`src/include/aef_pkg.sv`:
```
// Package of constants and types for the escaped frame encoder
//------------------------------------------------------------------------------
// Function
// RL1 - After the start marker every byte equal to the marker is sent twice.
// RL2 - Receiver syncs on non-marker, lone marker, then a reply type byte.
// RL3 - Frame opens with marker, type byte, then six timestamp bytes.
// RL4 - Level byte then 2, 7 or 14 reply bytes with matching type.
// RL5 - Timestamp is a 12 MHz count at reception, most significant first.
// RL6 - Timestamp counter runs free with no external alignment.
// RL7 - Unknown timestamp is sent as six zero bytes.
// RL8 - Unknown signal level is sent as all ones.
// RL9 - Frame may reach two plus twice the summed field length in bytes.
// RL10 - Doubling covers timestamp, level and reply bytes alike.
// RL11 - Bytes leave one at a time by valid/ready, frames never interleave.
//------------------------------------------------------------------------------
package aef_pkg;

	localparam logic [7:0] MARKER      = 8'h1A;
	localparam logic [7:0] TYPE_AC     = 8'h31;
	localparam logic [7:0] TYPE_SHORT  = 8'h32;
	localparam logic [7:0] TYPE_LONG   = 8'h33;
	localparam logic [7:0] TS_NONE     = 8'h00;
	localparam logic [7:0] LEVEL_NONE  = 8'hFF;

	localparam int         TS_BYTES    = 6;
	localparam int         TS_W        = TS_BYTES * 8;
	localparam int         DATA_BYTES  = 14;
	localparam int         LEN_AC      = 2;
	localparam int         LEN_SHORT   = 7;
	localparam int         LEN_LONG    = 14;
	// Body index: 0 type, 1..6 timestamp, 7 level, 8.. reply bytes
	localparam logic [4:0] IDX_LEVEL   = 5'h07;
	localparam logic [4:0] IDX_DATA    = 5'h08;

	// Timestamp tick rate from the system clock rate, in MHz
	localparam int         CLK_MHZ     = 20;
	localparam int         TICK_MHZ    = 12;
	localparam logic [4:0] ACC_STEP    = 5'(TICK_MHZ);
	localparam logic [4:0] ACC_WRAP    = 5'(CLK_MHZ);

	typedef enum logic [1:0] {
		AEF_AC,
		AEF_SHORT,
		AEF_LONG
	} aef_kind_e;

	typedef struct packed {
		aef_kind_e                   kind;
		logic [7:0]                  level;
		logic                        level_ok;
		logic                        ts_ok;
		logic [DATA_BYTES*8-1:0]     data;
	} aef_reply_s;

endpackage

```
`src/verilog/aef_encoder.sv`:
```
// Escaped frame encoder: reply capture, free timestamp and byte stuffing
`timescale 1ns/1ps
module aef_encoder
(
	input  wire logic              clk,
	input  wire logic              rst_b,
	input  wire aef_pkg::aef_reply_s rep,
	input  wire logic              rep_valid,
	output logic                   rep_ready,
	output logic [7:0]             tx_data,
	output logic                   tx_valid,
	input  wire logic              tx_ready
);

	//--------------------------------------------------------------------------
	// Types and functions
	//--------------------------------------------------------------------------
	typedef enum logic [1:0] {
		AEF_IDLE,
		AEF_SEND,
		AEF_DRAIN
	} aef_state_e;

	function automatic logic [4:0] last_idx(aef_pkg::aef_kind_e k);
		logic [4:0] n;
		n = 5'(aef_pkg::LEN_LONG);
		unique case (k)
			aef_pkg::AEF_AC:    n = 5'(aef_pkg::LEN_AC);
			aef_pkg::AEF_SHORT: n = 5'(aef_pkg::LEN_SHORT);
			aef_pkg::AEF_LONG:  n = 5'(aef_pkg::LEN_LONG);
			default:            n = 5'(aef_pkg::LEN_LONG);
		endcase
		return aef_pkg::IDX_DATA + n - 5'h01; // RL4
	endfunction

	function automatic logic [7:0] type_code(aef_pkg::aef_kind_e k);
		logic [7:0] t;
		t = aef_pkg::TYPE_LONG;
		unique case (k)
			aef_pkg::AEF_AC:    t = aef_pkg::TYPE_AC; // RL4
			aef_pkg::AEF_SHORT: t = aef_pkg::TYPE_SHORT;
			aef_pkg::AEF_LONG:  t = aef_pkg::TYPE_LONG;
			default:            t = aef_pkg::TYPE_LONG;
		endcase
		return t;
	endfunction

	//--------------------------------------------------------------------------
	// Free-running timestamp counter
	//--------------------------------------------------------------------------
	logic [4:0]               acc_ff;
	logic [4:0]               nxt_acc;
	logic [aef_pkg::TS_W-1:0] cnt_ff;
	logic [aef_pkg::TS_W-1:0] nxt_cnt;

	always_comb
	begin
		nxt_acc = acc_ff + aef_pkg::ACC_STEP;
		nxt_cnt = cnt_ff;
		if (nxt_acc >= aef_pkg::ACC_WRAP) // RL5
		begin
			nxt_acc = nxt_acc - aef_pkg::ACC_WRAP;
			nxt_cnt = cnt_ff + 48'h000000000001; // RL6
		end
	end

	always_ff @(posedge clk or negedge rst_b)
	begin
		if (!rst_b)
		begin
			acc_ff <= 5'h00;
			cnt_ff <= 48'h000000000000;
		end
		else
		begin
			acc_ff <= nxt_acc;
			cnt_ff <= nxt_cnt;
		end
	end

	//--------------------------------------------------------------------------
	// Frame sequencer
	//--------------------------------------------------------------------------
	aef_state_e               state_ff;
	aef_state_e               nxt_state;
	aef_pkg::aef_reply_s      rep_ff;
	aef_pkg::aef_reply_s      nxt_rep;
	logic [aef_pkg::TS_W-1:0] ts_ff;
	logic [aef_pkg::TS_W-1:0] nxt_ts;
	logic [4:0]               idx_ff;
	logic [4:0]               nxt_idx;
	logic                     dup_ff;
	logic                     nxt_dup;
	logic [7:0]               tx_data_ff;
	logic [7:0]               nxt_tx_data;
	logic                     tx_valid_ff;
	logic                     nxt_tx_valid;
	logic                     ready_ff;
	logic                     nxt_ready;
	logic                     slot_free;
	logic [7:0]               body;
	logic [4:0]               dbyte;

	assign slot_free = !tx_valid_ff || tx_ready; // RL11

	// Byte of the frame body at the current index
	always_comb
	begin
		dbyte = idx_ff - aef_pkg::IDX_DATA;
		body  = aef_pkg::TS_NONE;
		if (idx_ff == 5'h00)
			body = type_code(rep_ff.kind); // RL3
		else if (idx_ff < aef_pkg::IDX_LEVEL)
			body = ts_ff[aef_pkg::TS_W - 8*int'(idx_ff) +: 8]; // RL5
		else if (idx_ff == aef_pkg::IDX_LEVEL)
			body = rep_ff.level_ok ? rep_ff.level
				: aef_pkg::LEVEL_NONE; // RL8
		else
			body = rep_ff.data[aef_pkg::DATA_BYTES*8 - 8 - 8*int'(dbyte) +: 8];
	end

	always_comb
	begin
		nxt_state    = state_ff;
		nxt_rep      = rep_ff;
		nxt_ts       = ts_ff;
		nxt_idx      = idx_ff;
		nxt_dup      = dup_ff;
		nxt_tx_data  = tx_data_ff;
		nxt_tx_valid = tx_valid_ff;
		nxt_ready    = ready_ff;
		unique case (state_ff)
			AEF_IDLE:
			begin
				if (tx_ready)
					nxt_tx_valid = 1'b0;
				if (rep_valid && ready_ff && slot_free)
				begin
					nxt_rep      = rep;
					nxt_ts       = rep.ts_ok ? cnt_ff
						: {aef_pkg::TS_BYTES{aef_pkg::TS_NONE}}; // RL7
					nxt_ready    = 1'b0; // RL11
					nxt_idx      = 5'h00;
					nxt_dup      = 1'b0;
					nxt_tx_data  = aef_pkg::MARKER; // RL3
					nxt_tx_valid = 1'b1;
					nxt_state    = AEF_SEND;
				end
			end
			AEF_SEND:
			begin
				if (slot_free)
				begin
					nxt_tx_valid = 1'b1;
					if (dup_ff)
					begin
						nxt_tx_data = aef_pkg::MARKER; // RL1
						nxt_dup     = 1'b0;
					end
					else
					begin
						nxt_tx_data = body;
						nxt_dup     = (body == aef_pkg::MARKER); // RL10
					end
					if (dup_ff || body != aef_pkg::MARKER)
					begin
						nxt_idx = idx_ff + 5'h01;
						if (idx_ff == last_idx(rep_ff.kind))
							nxt_state = AEF_DRAIN; // RL9
					end
				end
			end
			AEF_DRAIN:
			begin
				if (slot_free)
				begin
					nxt_tx_valid = 1'b0;
					nxt_ready    = 1'b1;
					nxt_state    = AEF_IDLE;
				end
			end
			default:
			begin
				nxt_state    = AEF_IDLE;
				nxt_tx_valid = 1'b0;
				nxt_ready    = 1'b1;
			end
		endcase
	end

	always_ff @(posedge clk or negedge rst_b)
	begin
		if (!rst_b)
		begin
			state_ff    <= AEF_IDLE;
			rep_ff      <= '0;
			ts_ff       <= 48'h000000000000;
			idx_ff      <= 5'h00;
			dup_ff      <= 1'b0;
			tx_data_ff  <= 8'h00;
			tx_valid_ff <= 1'b0;
			ready_ff    <= 1'b1;
		end
		else
		begin
			state_ff    <= nxt_state;
			rep_ff      <= nxt_rep;
			ts_ff       <= nxt_ts;
			idx_ff      <= nxt_idx;
			dup_ff      <= nxt_dup;
			tx_data_ff  <= nxt_tx_data;
			tx_valid_ff <= nxt_tx_valid;
			ready_ff    <= nxt_ready;
		end
	end

	assign tx_data   = tx_data_ff;
	assign tx_valid  = tx_valid_ff;
	assign rep_ready = ready_ff;

endmodule
```
`config.mk`:
```
export PLATFORM = sky130hd
export DESIGN_NAME = aef_encoder
export DESIGN_NICKNAME = d
export VERILOG_FILES = /design/src/include/aef_pkg.sv /design/src/verilog/aef_encoder.sv
export SDC_FILE = /design/constraint.sdc
export NUM_CORES = 1
export LEC_CHECK = 0
export BUFFER_PORTS_ARGS = -buffer_cell sky130_fd_sc_hd__buf_2
export CAP_MARGIN = 20
export CELL_PAD_IN_SITES_DETAIL_PLACEMENT = 1
export CELL_PAD_IN_SITES_GLOBAL_PLACEMENT = 2
export CORE_MARGIN = 10
export CORE_UTILIZATION = 39
export DETAILED_ROUTE_END_ITERATION = 10
export PLACE_DENSITY_LB_ADDON = 0.08
export SLEW_MARGIN = 20
export SYNTH_ARGS = -nofsm -noshare
export SYNTH_HDL_FRONTEND = slang
export SYNTH_SLANG_ARGS = --single-unit
```
`constraint.sdc`:
```
create_clock -name clk -period 7.4 [get_ports clk]
set_clock_uncertainty 0.2 [all_clocks]
set_input_delay 2.22 -clock clk [delete_from_list [all_inputs] [get_ports clk]]
set_output_delay 2.22 -clock clk [all_outputs]
set_load 0.01 [all_outputs]
```
==> results of run 1 <==
==> Yosys cell counts, drive strengths merged (3+ instances only) <==
cell type / instances / area (sq um)
xnor2: 35 / 307
nor2b: 5 / 31.3
o21ai: 14 / 70.1
buf: 20 / 156
and3: 13 / 81.3
o31ai: 4 / 30.0
a21oi: 27 / 135
or2: 3 / 18.8
nand2b: 13 / 81.3
a221oi: 3 / 38.8
o22ai: 4 / 25.0
a2bb2oi: 3 / 26.3
dfrtp: 239 / 5980
nor3: 13 / 70.1
and2: 6 / 37.5
nand4: 10 / 68.8
nand2: 509 / 1910
nor4: 3 / 33.8
nor2: 31 / 124
nand3: 77 / 385
ha: 11 / 138
clkbuf: 49 / 184
o221ai: 3 / 26.3
or3: 4 / 25.0
mux4: 18 / 443
mux2i: 28 / 280
inv: 11 / 41.3
xor2: 21 / 184
o211ai: 5 / 42.5
a21o: 4 / 30.0
mux2: 19 / 214
o2bb2ai: 4 / 35.0
==> worst reg2reg max path, delay by kind of cell, from the launching register on <==
kind / cells / cell delay [ns]
simple gates: 4 / 1.80
fa+ha+maj: 1 / 1.04
compound gates: 4 / 0.80
flops: 1 / 0.54
==> path summary, 6_finish.rpt <==
path / end / slack, ns / cells after the start
setup / recovery: tx_valid$_DFFE_PN0P_ / 2.91 / 9
hold / removal: ts_ff[36]$_DFFE_PN0P_ / 0.26 / 2
setup reg to reg: tx_valid$_DFFE_PN0P_ / 2.91 / 9
hold reg to reg: ts_ff[36]$_DFFE_PN0P_ / 0.26 / 2
max in group asynchronous: acc_ff[4]$_DFF_PN0_ / 4.23 / 2
min in group asynchronous: rep_ff[75]$_DFFE_PN0P_ / 1.49 / 1
==> metal layers <==
| layer | vias to the layer above | track usage, % |
|---|---|---|
| met1 | 4410 | 24.6 |
| met4 | 0 | 4.26 |
| met5 | - | 0 |
| met3 | 41 | 2.80 |
| li1 | 4352 | - |
| met2 | 139 | 29.2 |
==> where the power goes <==
group | total, uW | leakage, uW | internal (uW) | switching [uW]
Sequential | 1310 | 0.00330 | 1310 | 0
Combinational | 67.5 | 0.00345 | 25.9 | 41.6
Clock | 1350 | 0.000447 | 793 | 553
Total | 2730 | 0.00720 | 2130 | 595
==> cells by family (layout without fill, tap and decap cells) <==
family,Yosys count,after routing,share of synthesized area (%)
and+or+nand+nor,698,698,25.6
DFF,240,240,51.8
AOI/OAI and AO/OA,95,95,5.79
buffers and inverters,82,210,3.35
muxes,65,65,8.08
xor gates and xnor gates,56,56,4.23
adders and majority gates,11,11,1.19
==> cell type report <==
class | count | area share, %
clock buffer | 43 | 6.07
tap | 390 | 3.63
sequential | 240 | 44.7
inverter | 13 | 0.363
multi-input combinational | 925 | 38.8
clock inverter | 9 | 0.604
timing repair buffer | 145 | 5.89
==> state kept, by name (all words and copies together) (netlist names), 2 cells and up <==
name      count
cnt_ff       48
tx_data       8
acc_ff        3
idx_ff        5
rep_ff      123
ts_ff        48
state_ff      2
==> stage by stage <==
step | area, sq um | worst slack [ns] | std cells | hold slack (ns)
floorplan | 11600 | 3.47 | 1247 | 0.230
global placement | 12600 | 2.85 | 1713 | 0.243
detailed placement | 12600 | 2.83 | 1713 | 0.255
CTS | 13500 | 2.95 | 1765 | 0.268
global route | 13500 | 2.66 | 1765 | 0.289
finish | 13500 | 2.91 | 1765 | 0.262
==> results by stage, run 1 <==
Power and ir drop:
- Power comes to 2730 uW.
- For this design the static power due to leakage is 0.00720 uW.
- The power per standard cell area is 203 mW/mm^2.
- Across the VDD grid, the largest voltage drop is 153 uV.

Routing:
- The routed length on met3 is 1.60 mm.
- The number of antenna-violating nets in the routed design is 0.
- The remaining design rule violation count is 0.
- The routed length on met1 is 15.3 mm.
- The detailed-routing iteration count for the pre-antenna-repair pass is 4.
- The highest layer used for signal routing is met4.
- The number of vias in the routed layout is 8942.
- The routed length on met2 is 15.9 mm.
- After the first detailed-routing iteration, the DRC count stood at 593.
- The routed design has 33.4 mm of wire.
- In the routed layout, each cell is associated on average with a via count of 5.07.
- The detailed-route wire length per cell is 18.9 um.

Clocking:
- After clock tree synthesis, the clock-pin slew on the worst setup and hold paths is 0.06 ns.
- TritonCTS built the clock tree.
- In this run the clock root is driven by a sky130_fd_sc_hd__clkbuf_16.
- Counting along the longest clock path gives a buffer depth of 3.
- Post-CTS timing repair inserted 0 buffers for setup.
- TritonCTS created 28 clock buffers.
- The clock drives 240 sinks.
- The later pin in the worst-skew pair is clocked with a latency of 0.55 ns.
- The quantity of hold-fixing buffers added after cts is 0.
- In this run the number of H-tree levels came out at 1.
- The post-cts resize count is 0.

Worst setup path:
- STA classifies the critical path endpoint as a flip-flop.
- The startpoint kind of the worst setup timing path is a flip-flop.
- The signal on the critical path passes through ha_1 -> nand2_1 -> o21ai_0 -> a21oi_1 -> nor4bb_1 -> o211ai_2 -> nor4_4 -> nor2_4 -> a211o_1.
- The startpoint identified for the worst register-to-register timing path is idx_ff[2]$_DFFE_PN0P_.
- The critical path's largest stage delay is 1.04 ns.
- Counting both buffers and inverters, the worst setup path holds a total of 0.
- The data arrival time of the critical path is 4.73 ns.
- In this run the worst path has a maximum fanout of 26.
- The slowest stage of the critical path belongs to the cell sky130_fd_sc_hd__ha_1.
- The timing startpoint of the critical path is idx_ff[2]$_DFFE_PN0P_.
- The worst setup path is of the reg -> reg kind.
- The cell family contributing the most delay on the critical path is simple AND/OR/NAND/NOR gates.
- The critical path data required time is 7.64 ns.

Global routing:
- Entering global routing, the biggest net connects 159 pins.
- Global routing consumed, over all layers together, 17.9% of the routing resources.
- The number of antenna violations at the first check in global routing is 0.
- Summed over all layers, the global routing overflow is 0.
- The first global-routing pass estimated 53.3 mm of wire.
- The number of global-route vias before repair is 9520.

Layout:
- The register area is 0.00601 sq mm.
- The repair_antennas step left the layout with diodes totalling 0.
- The post-synthesis to final-layout area growth is 16.0%.
- The footprint of the multi-input gates is 0.00522 sq mm.
- Of the cells placed in the final design, the portion with a size suffix greater than 1 is 17.0%.
- Leaving out fill and tap cells, the most frequent cell in the layout is sky130_fd_sc_hd__nand2_1.
- For this run, the post-layout net count is 1492.
- Leaving out fill and tap cells, the most frequent cells in the layout are sky130_fd_sc_hd__nand2_1 (509), sky130_fd_sc_hd__dfrtp_1 (238), sky130_fd_sc_hd__buf_2 (136), sky130_fd_sc_hd__nand3_1 (77), sky130_fd_sc_hd__xnor2_1 (35).
- For this run, the share of the core covered by cells in the final layout is 45.6%.
- Fill cells in the final layout number 3454.

Job:
- Across the run, the number of max-cap violations was 0.

STA:
- Setup repair after global routing left no endpoint under its margin.
- The final critical path takes up 60.7% of the cycle.
- The final number of hold-violating endpoints is 0.
- The worst-margin pin slew is 1.01 ns.
- The time the final worst path needs with I/O delays and setup is 4.49 ns.
- Setup violations remaining at the end of the flow were counted as 0.
- Measured against its own limit, the worst slew margin works out to 32.8%.
- The count of pins over their slew limit is 0.
- The total negative slack is 0 ns.
- The upper clock frequency limit is 223 MHz.

Die:
- The core region is 0.0295 sq mm.
- The die footprint is 0.0371 sq mm.
- After floorplanning, the core was divided into 63 placement rows.
- The boundary pin count is 138.
- The chip height is 193 um.
- For this configuration, the core starts out at a cell density of 39.4%.
- The floorplan step set the die width to 193 um.

Logic synthesis:
- In the synthesized netlist, the number of instances is 1247.
- The async set or reset register ratio after synthesis is 100%.
- The most common flop cell mapped by yosys is sky130_fd_sc_hd__dfrtp_1.
- The post-synthesis register bit count is 240.
- The number of flops mapped to enable cells by yosys is 0.
- The cell area that synthesis handed to floorplanning was 0.0116 sq mm.
- Sequential cells were found to cover 51.8% of the synthesized design area.
- When the netlist entered floorplanning its net count stood at 1386.
- After synthesis, the mean cell area works out to 9.31 sq um.
- After synthesis, the netlist uses 73 different library cells.
- The count of synthesis-stage warnings from yosys is 0.

Status:
- The run finished with clean final reports.

Min path:
- The tightest min-delay check is of the reg -> reg type.
- The origin of the worst min-delay path is ts_ff[36]$_DFFE_PN0P_.

Placed design:
- The half-perimeter wire length after placement is 23.3 mm.
- The count of buffers added on input and output ports is 137.
- At the end of routability-driven placement, the weighted congestion stood at 0.859.
Note: power is estimated with default switching activity, not from simulation.
==> inputs of run 2 (changes only) <==
--- a/config.mk
+++ b/config.mk
@@ -10,7 +10,7 @@
 export CELL_PAD_IN_SITES_DETAIL_PLACEMENT = 1
 export CELL_PAD_IN_SITES_GLOBAL_PLACEMENT = 2
 export CORE_MARGIN = 10
-export CORE_UTILIZATION = 39
+export CORE_UTILIZATION = 37
 export DETAILED_ROUTE_END_ITERATION = 10
 export PLACE_DENSITY_LB_ADDON = 0.08
 export SLEW_MARGIN = 20
==> constraint.sdc (replaced) <==
create_clock -name clk -period 4.64 [get_ports clk]
set_clock_uncertainty 0.2 [all_clocks]
set_input_delay 1.392 -clock clk [delete_from_list [all_inputs] [get_ports clk]]
set_output_delay 1.392 -clock clk [all_outputs]
set_load 0.01 [all_outputs]
==> results by stage, run 2 (same netlist as run 1, synthesis figures left out) <==
Global routing:
- The total overflow reported by the global router came to 0 (unchanged).
- The total routing resource utilization after global routing is 17.6% (was 17.9%).
- The number of global-route vias before repair is 9650 (was 9520).
- The first-pass GRT wire length is 55.2 mm (was 53.3 mm).
- The maximum number of pins on one net before global-route repair is 98 (was 159).
- The number of antenna violations at the first check in global routing was 0 (unchanged).

Power and ir drop:
- The power per standard cell area was 322 mW/mm^2 (was 203 mW/mm^2).
- The overall power of the completed layout is 4360 uW (was 2730 uW).
- The static leakage is 0.00724 uW (was 0.00720 uW).
- The worst voltage drop across the vdd grid is 249 uV (was 153 uV).

Worst setup path:
- The critical path's largest stage delay is 0.76 ns (was 1.04 ns).
- The critical path data required time is 4.88 ns (was 7.64 ns).
- Series of cell instances along the critical path: clkinv_1 -> ha_1 -> mux4_1 -> and2_1 -> o211ai_1 -> o211a_1 -> nand4_1 -> nor4_4 -> nor2_4 -> a211o_1 (was ha_1 -> nand2_1 -> o21ai_0 -> a21oi_1 -> nor4bb_1 -> o211ai_2 -> nor4_4 -> nor2_4 -> a211o_1).
- The timing startpoint of the critical path was idx_ff[1]$_DFFE_PN0P_ (was idx_ff[2]$_DFFE_PN0P_).
- The data arrival time of the critical path was 4.22 ns (was 4.73 ns).
- The launching point of the worst reg2reg path is idx_ff[1]$_DFFE_PN0P_ (was idx_ff[2]$_DFFE_PN0P_).
- The category of the most critical setup path is reg -> reg (unchanged).
- The library cell contributing the largest single delay on the critical path is sky130_fd_sc_hd__ha_1 (unchanged).
- The type of destination of the critical path is a flip-flop (unchanged).
- The number of cells on the worst reg-to-reg path came to 10 (was 9).
- The last element of the critical path is tx_valid$_DFFE_PN0P_ (unchanged).
- The peak fanout along the critical path is 17 (was 26).
- The cell family contributing the most delay on the critical path is simple AND/OR/NAND/NOR gates (unchanged).
- The combined buffer and inverter count along the critical path was 1 (was 0).
- The startpoint kind of the worst setup timing path is a flip-flop (unchanged).
- The number of cells on the critical path is 10 (was 9).
- The endpoint of the most critical register-to-register path is tx_valid$_DFFE_PN0P_ (unchanged).
- The register-to-register path setup slack is 0.65 ns (was 2.91 ns).

Routing:
- The number of antenna-violating nets in the routed design came to 0 (unchanged).
- The detailed-route wire length per cell is 19.3 um (was 18.9 um).
- The DRC violation total after the first TritonRoute iteration is 458 (was 593).
- The remaining design rule violation count came to 0 (unchanged).
- The total wirelength of the detailed-routed design was 34.3 mm (was 33.4 mm).
- The via-per-instance ratio came to 5.05 (was 5.07).
- The detailed-routing iteration count for the pre-antenna-repair pass is 4 (unchanged).
- The routed length on met3 was 1.41 mm (was 1.60 mm).
- The routed length on met2 is 16.6 mm (was 15.9 mm).
- The number of vias in the routed layout is 8964 (was 8942).
- The routed length on met1 was 15.5 mm (was 15.3 mm).
- The highest layer used for signal routing is met4 (unchanged).

STA:
- The final hold slack is 0.264 ns (was 0.262 ns).
- The upper clock frequency limit is 251 MHz (was 223 MHz).
- The time the final worst path needs with I/O delays and setup is 3.99 ns (was 4.49 ns).
- Setup repair after global routing missed its margin: no (unchanged).
- The final worst setup slack came to 0.652 ns (was 2.91 ns).
- The count of pins over their slew limit is 0 (unchanged).
- The total negative slack is 0 ns (unchanged).
- The final clock period utilization by the worst path is 85.9% (was 60.7%).
- The worst-margin pin slew is 0.930 ns (was 1.01 ns).
- The number of setup violations in the final report is 0 (unchanged).
- The final number of hold-violating endpoints is 0 (unchanged).
- The tightest slew margin relative to the limit came to 38.0% (was 32.8%).

Placed design:
- The half-perimeter wire length after placement is 24.9 mm (was 23.3 mm).
- The pre-CTS worst setup slack is 0.625 ns (was 2.83 ns).
- The total of buffers placed on input and output ports came to 137 (unchanged).
- The instance area at placement is 0.0126 sq mm (about the same).
- The global placement routability congestion came to 0.876 (was 0.859).

Job:
- The number of maximum-capacitance violations came to 0 (unchanged).

Die:
- The chip width was 197 um (was 193 um).
- The chip height is 197 um (was 193 um).
- The number of rows in the core area is 64 (was 63).
- The initial core utilization came to 37.7% (was 39.4%).
- The boundary pin count is 138 (unchanged).
- The die footprint is 0.0388 sq mm (was 0.0371 sq mm).
- The placeable core region was 0.0307 sq mm (was 0.0295 sq mm).

Layout:
- The net count of the finished layout came to 1501 (was 1492).
- Most used cells in the layout excluding fill and tap cells: sky130_fd_sc_hd__nand2_1 (509), sky130_fd_sc_hd__dfrtp_1 (238), sky130_fd_sc_hd__buf_2 (136), sky130_fd_sc_hd__nand3_1 (77), sky130_fd_sc_hd__xnor2_1 (35) (unchanged).
- Leading registers by flop count: rep_ff (123), cnt_ff (48), ts_ff (48) (unchanged).
- The footprint of the multi-input gates is 0.00522 sq mm (unchanged).
- The number of diodes was 0 (unchanged).
- The final instance area was 0.0135 sq mm (about the same).
- The register area is 0.00601 sq mm (unchanged).
- The register name with the most flops is rep_ff (unchanged).
- The number of inserted filler cells in the final layout is 3640 (was 3454).
- The flip-flop count of the largest register after layout is 123 (unchanged).
- The fraction of final layout cells sized beyond drive strength 1 was 17.5% (was 17.0%).
- The post-synthesis to final-layout area growth is 16.7% (was 16.0%).
- The most common library cell in the layout ignoring fill and taps is sky130_fd_sc_hd__nand2_1 (unchanged).

Min path:
- The worst hold path class is reg -> reg (unchanged).
- The origin of the worst min-delay path is ts_ff[42]$_DFFE_PN0P_ (was ts_ff[36]$_DFFE_PN0P_).

Clocking:
- The maximum number of buffers from clock root to sink is 3 (unchanged).
- The post-cts resize count came to 0 (unchanged).
- The cell chosen for the clock root is sky130_fd_sc_hd__clkbuf_16 (unchanged).
- The CTS buffer count came to 28 (unchanged).
- The TritonCTS sink count is 240 (unchanged).
- The quantity of hold-fixing buffers added after cts is 0 (unchanged).
- The number of setup buffers added after CTS is 0 (unchanged).
- The CTS tree is yes (unchanged).
- The maximum level of the CTS H-tree is 1 (unchanged).
- The CTS clock-pin slew for the worst setup and hold paths is 0.06 ns (about the same).
- The worst-skew pair later-pin latency is 0.55 ns (about the same).

Status:
- Status: complete, no violations (unchanged).
[run 2: worst min-delay path, delay by kind of cell (launching register included)]
family        cells  cell delay, ns
flops             1            0.34
simple gates      2            0.10
[run 2: how the worst min path moves through the flow]
stage / slack, ns / end / depth (start not counted)
CTS: 0.26 / ts_ff[40]$_DFFE_PN0P_ / 2
floorplan: 0.23 / ts_ff[24]$_DFFE_PN0P_ / 2
finish: 0.26 / ts_ff[42]$_DFFE_PN0P_ / 2
detailed placement: 0.25 / ts_ff[40]$_DFFE_PN0P_ / 2
global route: 0.28 / ts_ff[40]$_DFFE_PN0P_ / 2
global placement: 0.25 / ts_ff[15]$_DFFE_PN0P_ / 2
[run 2: layout make-up]
class,count,area share [%]
inverters,13,0.360
flip-flops and latches,240,44.4
clock buffers,43,6.18
clock inverters,5,0.453
multi-input cells,925,38.5
repair buffers,154,6.45
well taps,396,3.66
[run 2: metal layers]
| metal | global-route usage [%] | vias to the layer above |
|---|---|---|
| met5 | 0 | - |
| met4 | 4.24 | 0 |
| met3 | 2.96 | 46 |
| met2 | 29.8 | 142 |
| met1 | 23.0 | 4401 |
| li1 | - | 4375 |
[run 2: through the flow]
| stage | utilization (%) | std cells |
|---|---|---|
| after floorplan | - | 1247 |
| after global placement | 41.1 | 1728 |
| after detailed placement | 41.1 | 1728 |
| after CTS | 44.1 | 1776 |
| after global routing | 44.1 | 1776 |
| final | 44.1 | 1776 |
[run 2: power breakdown]
group	switching (uW)	internal, uW	leakage (uW)	total (uW)
combinational	66.4	44.0	0.00349	110
clock	875	1280	0.000444	2160
sequential	0	2090	0.00330	2090
total	941	3420	0.00724	4360
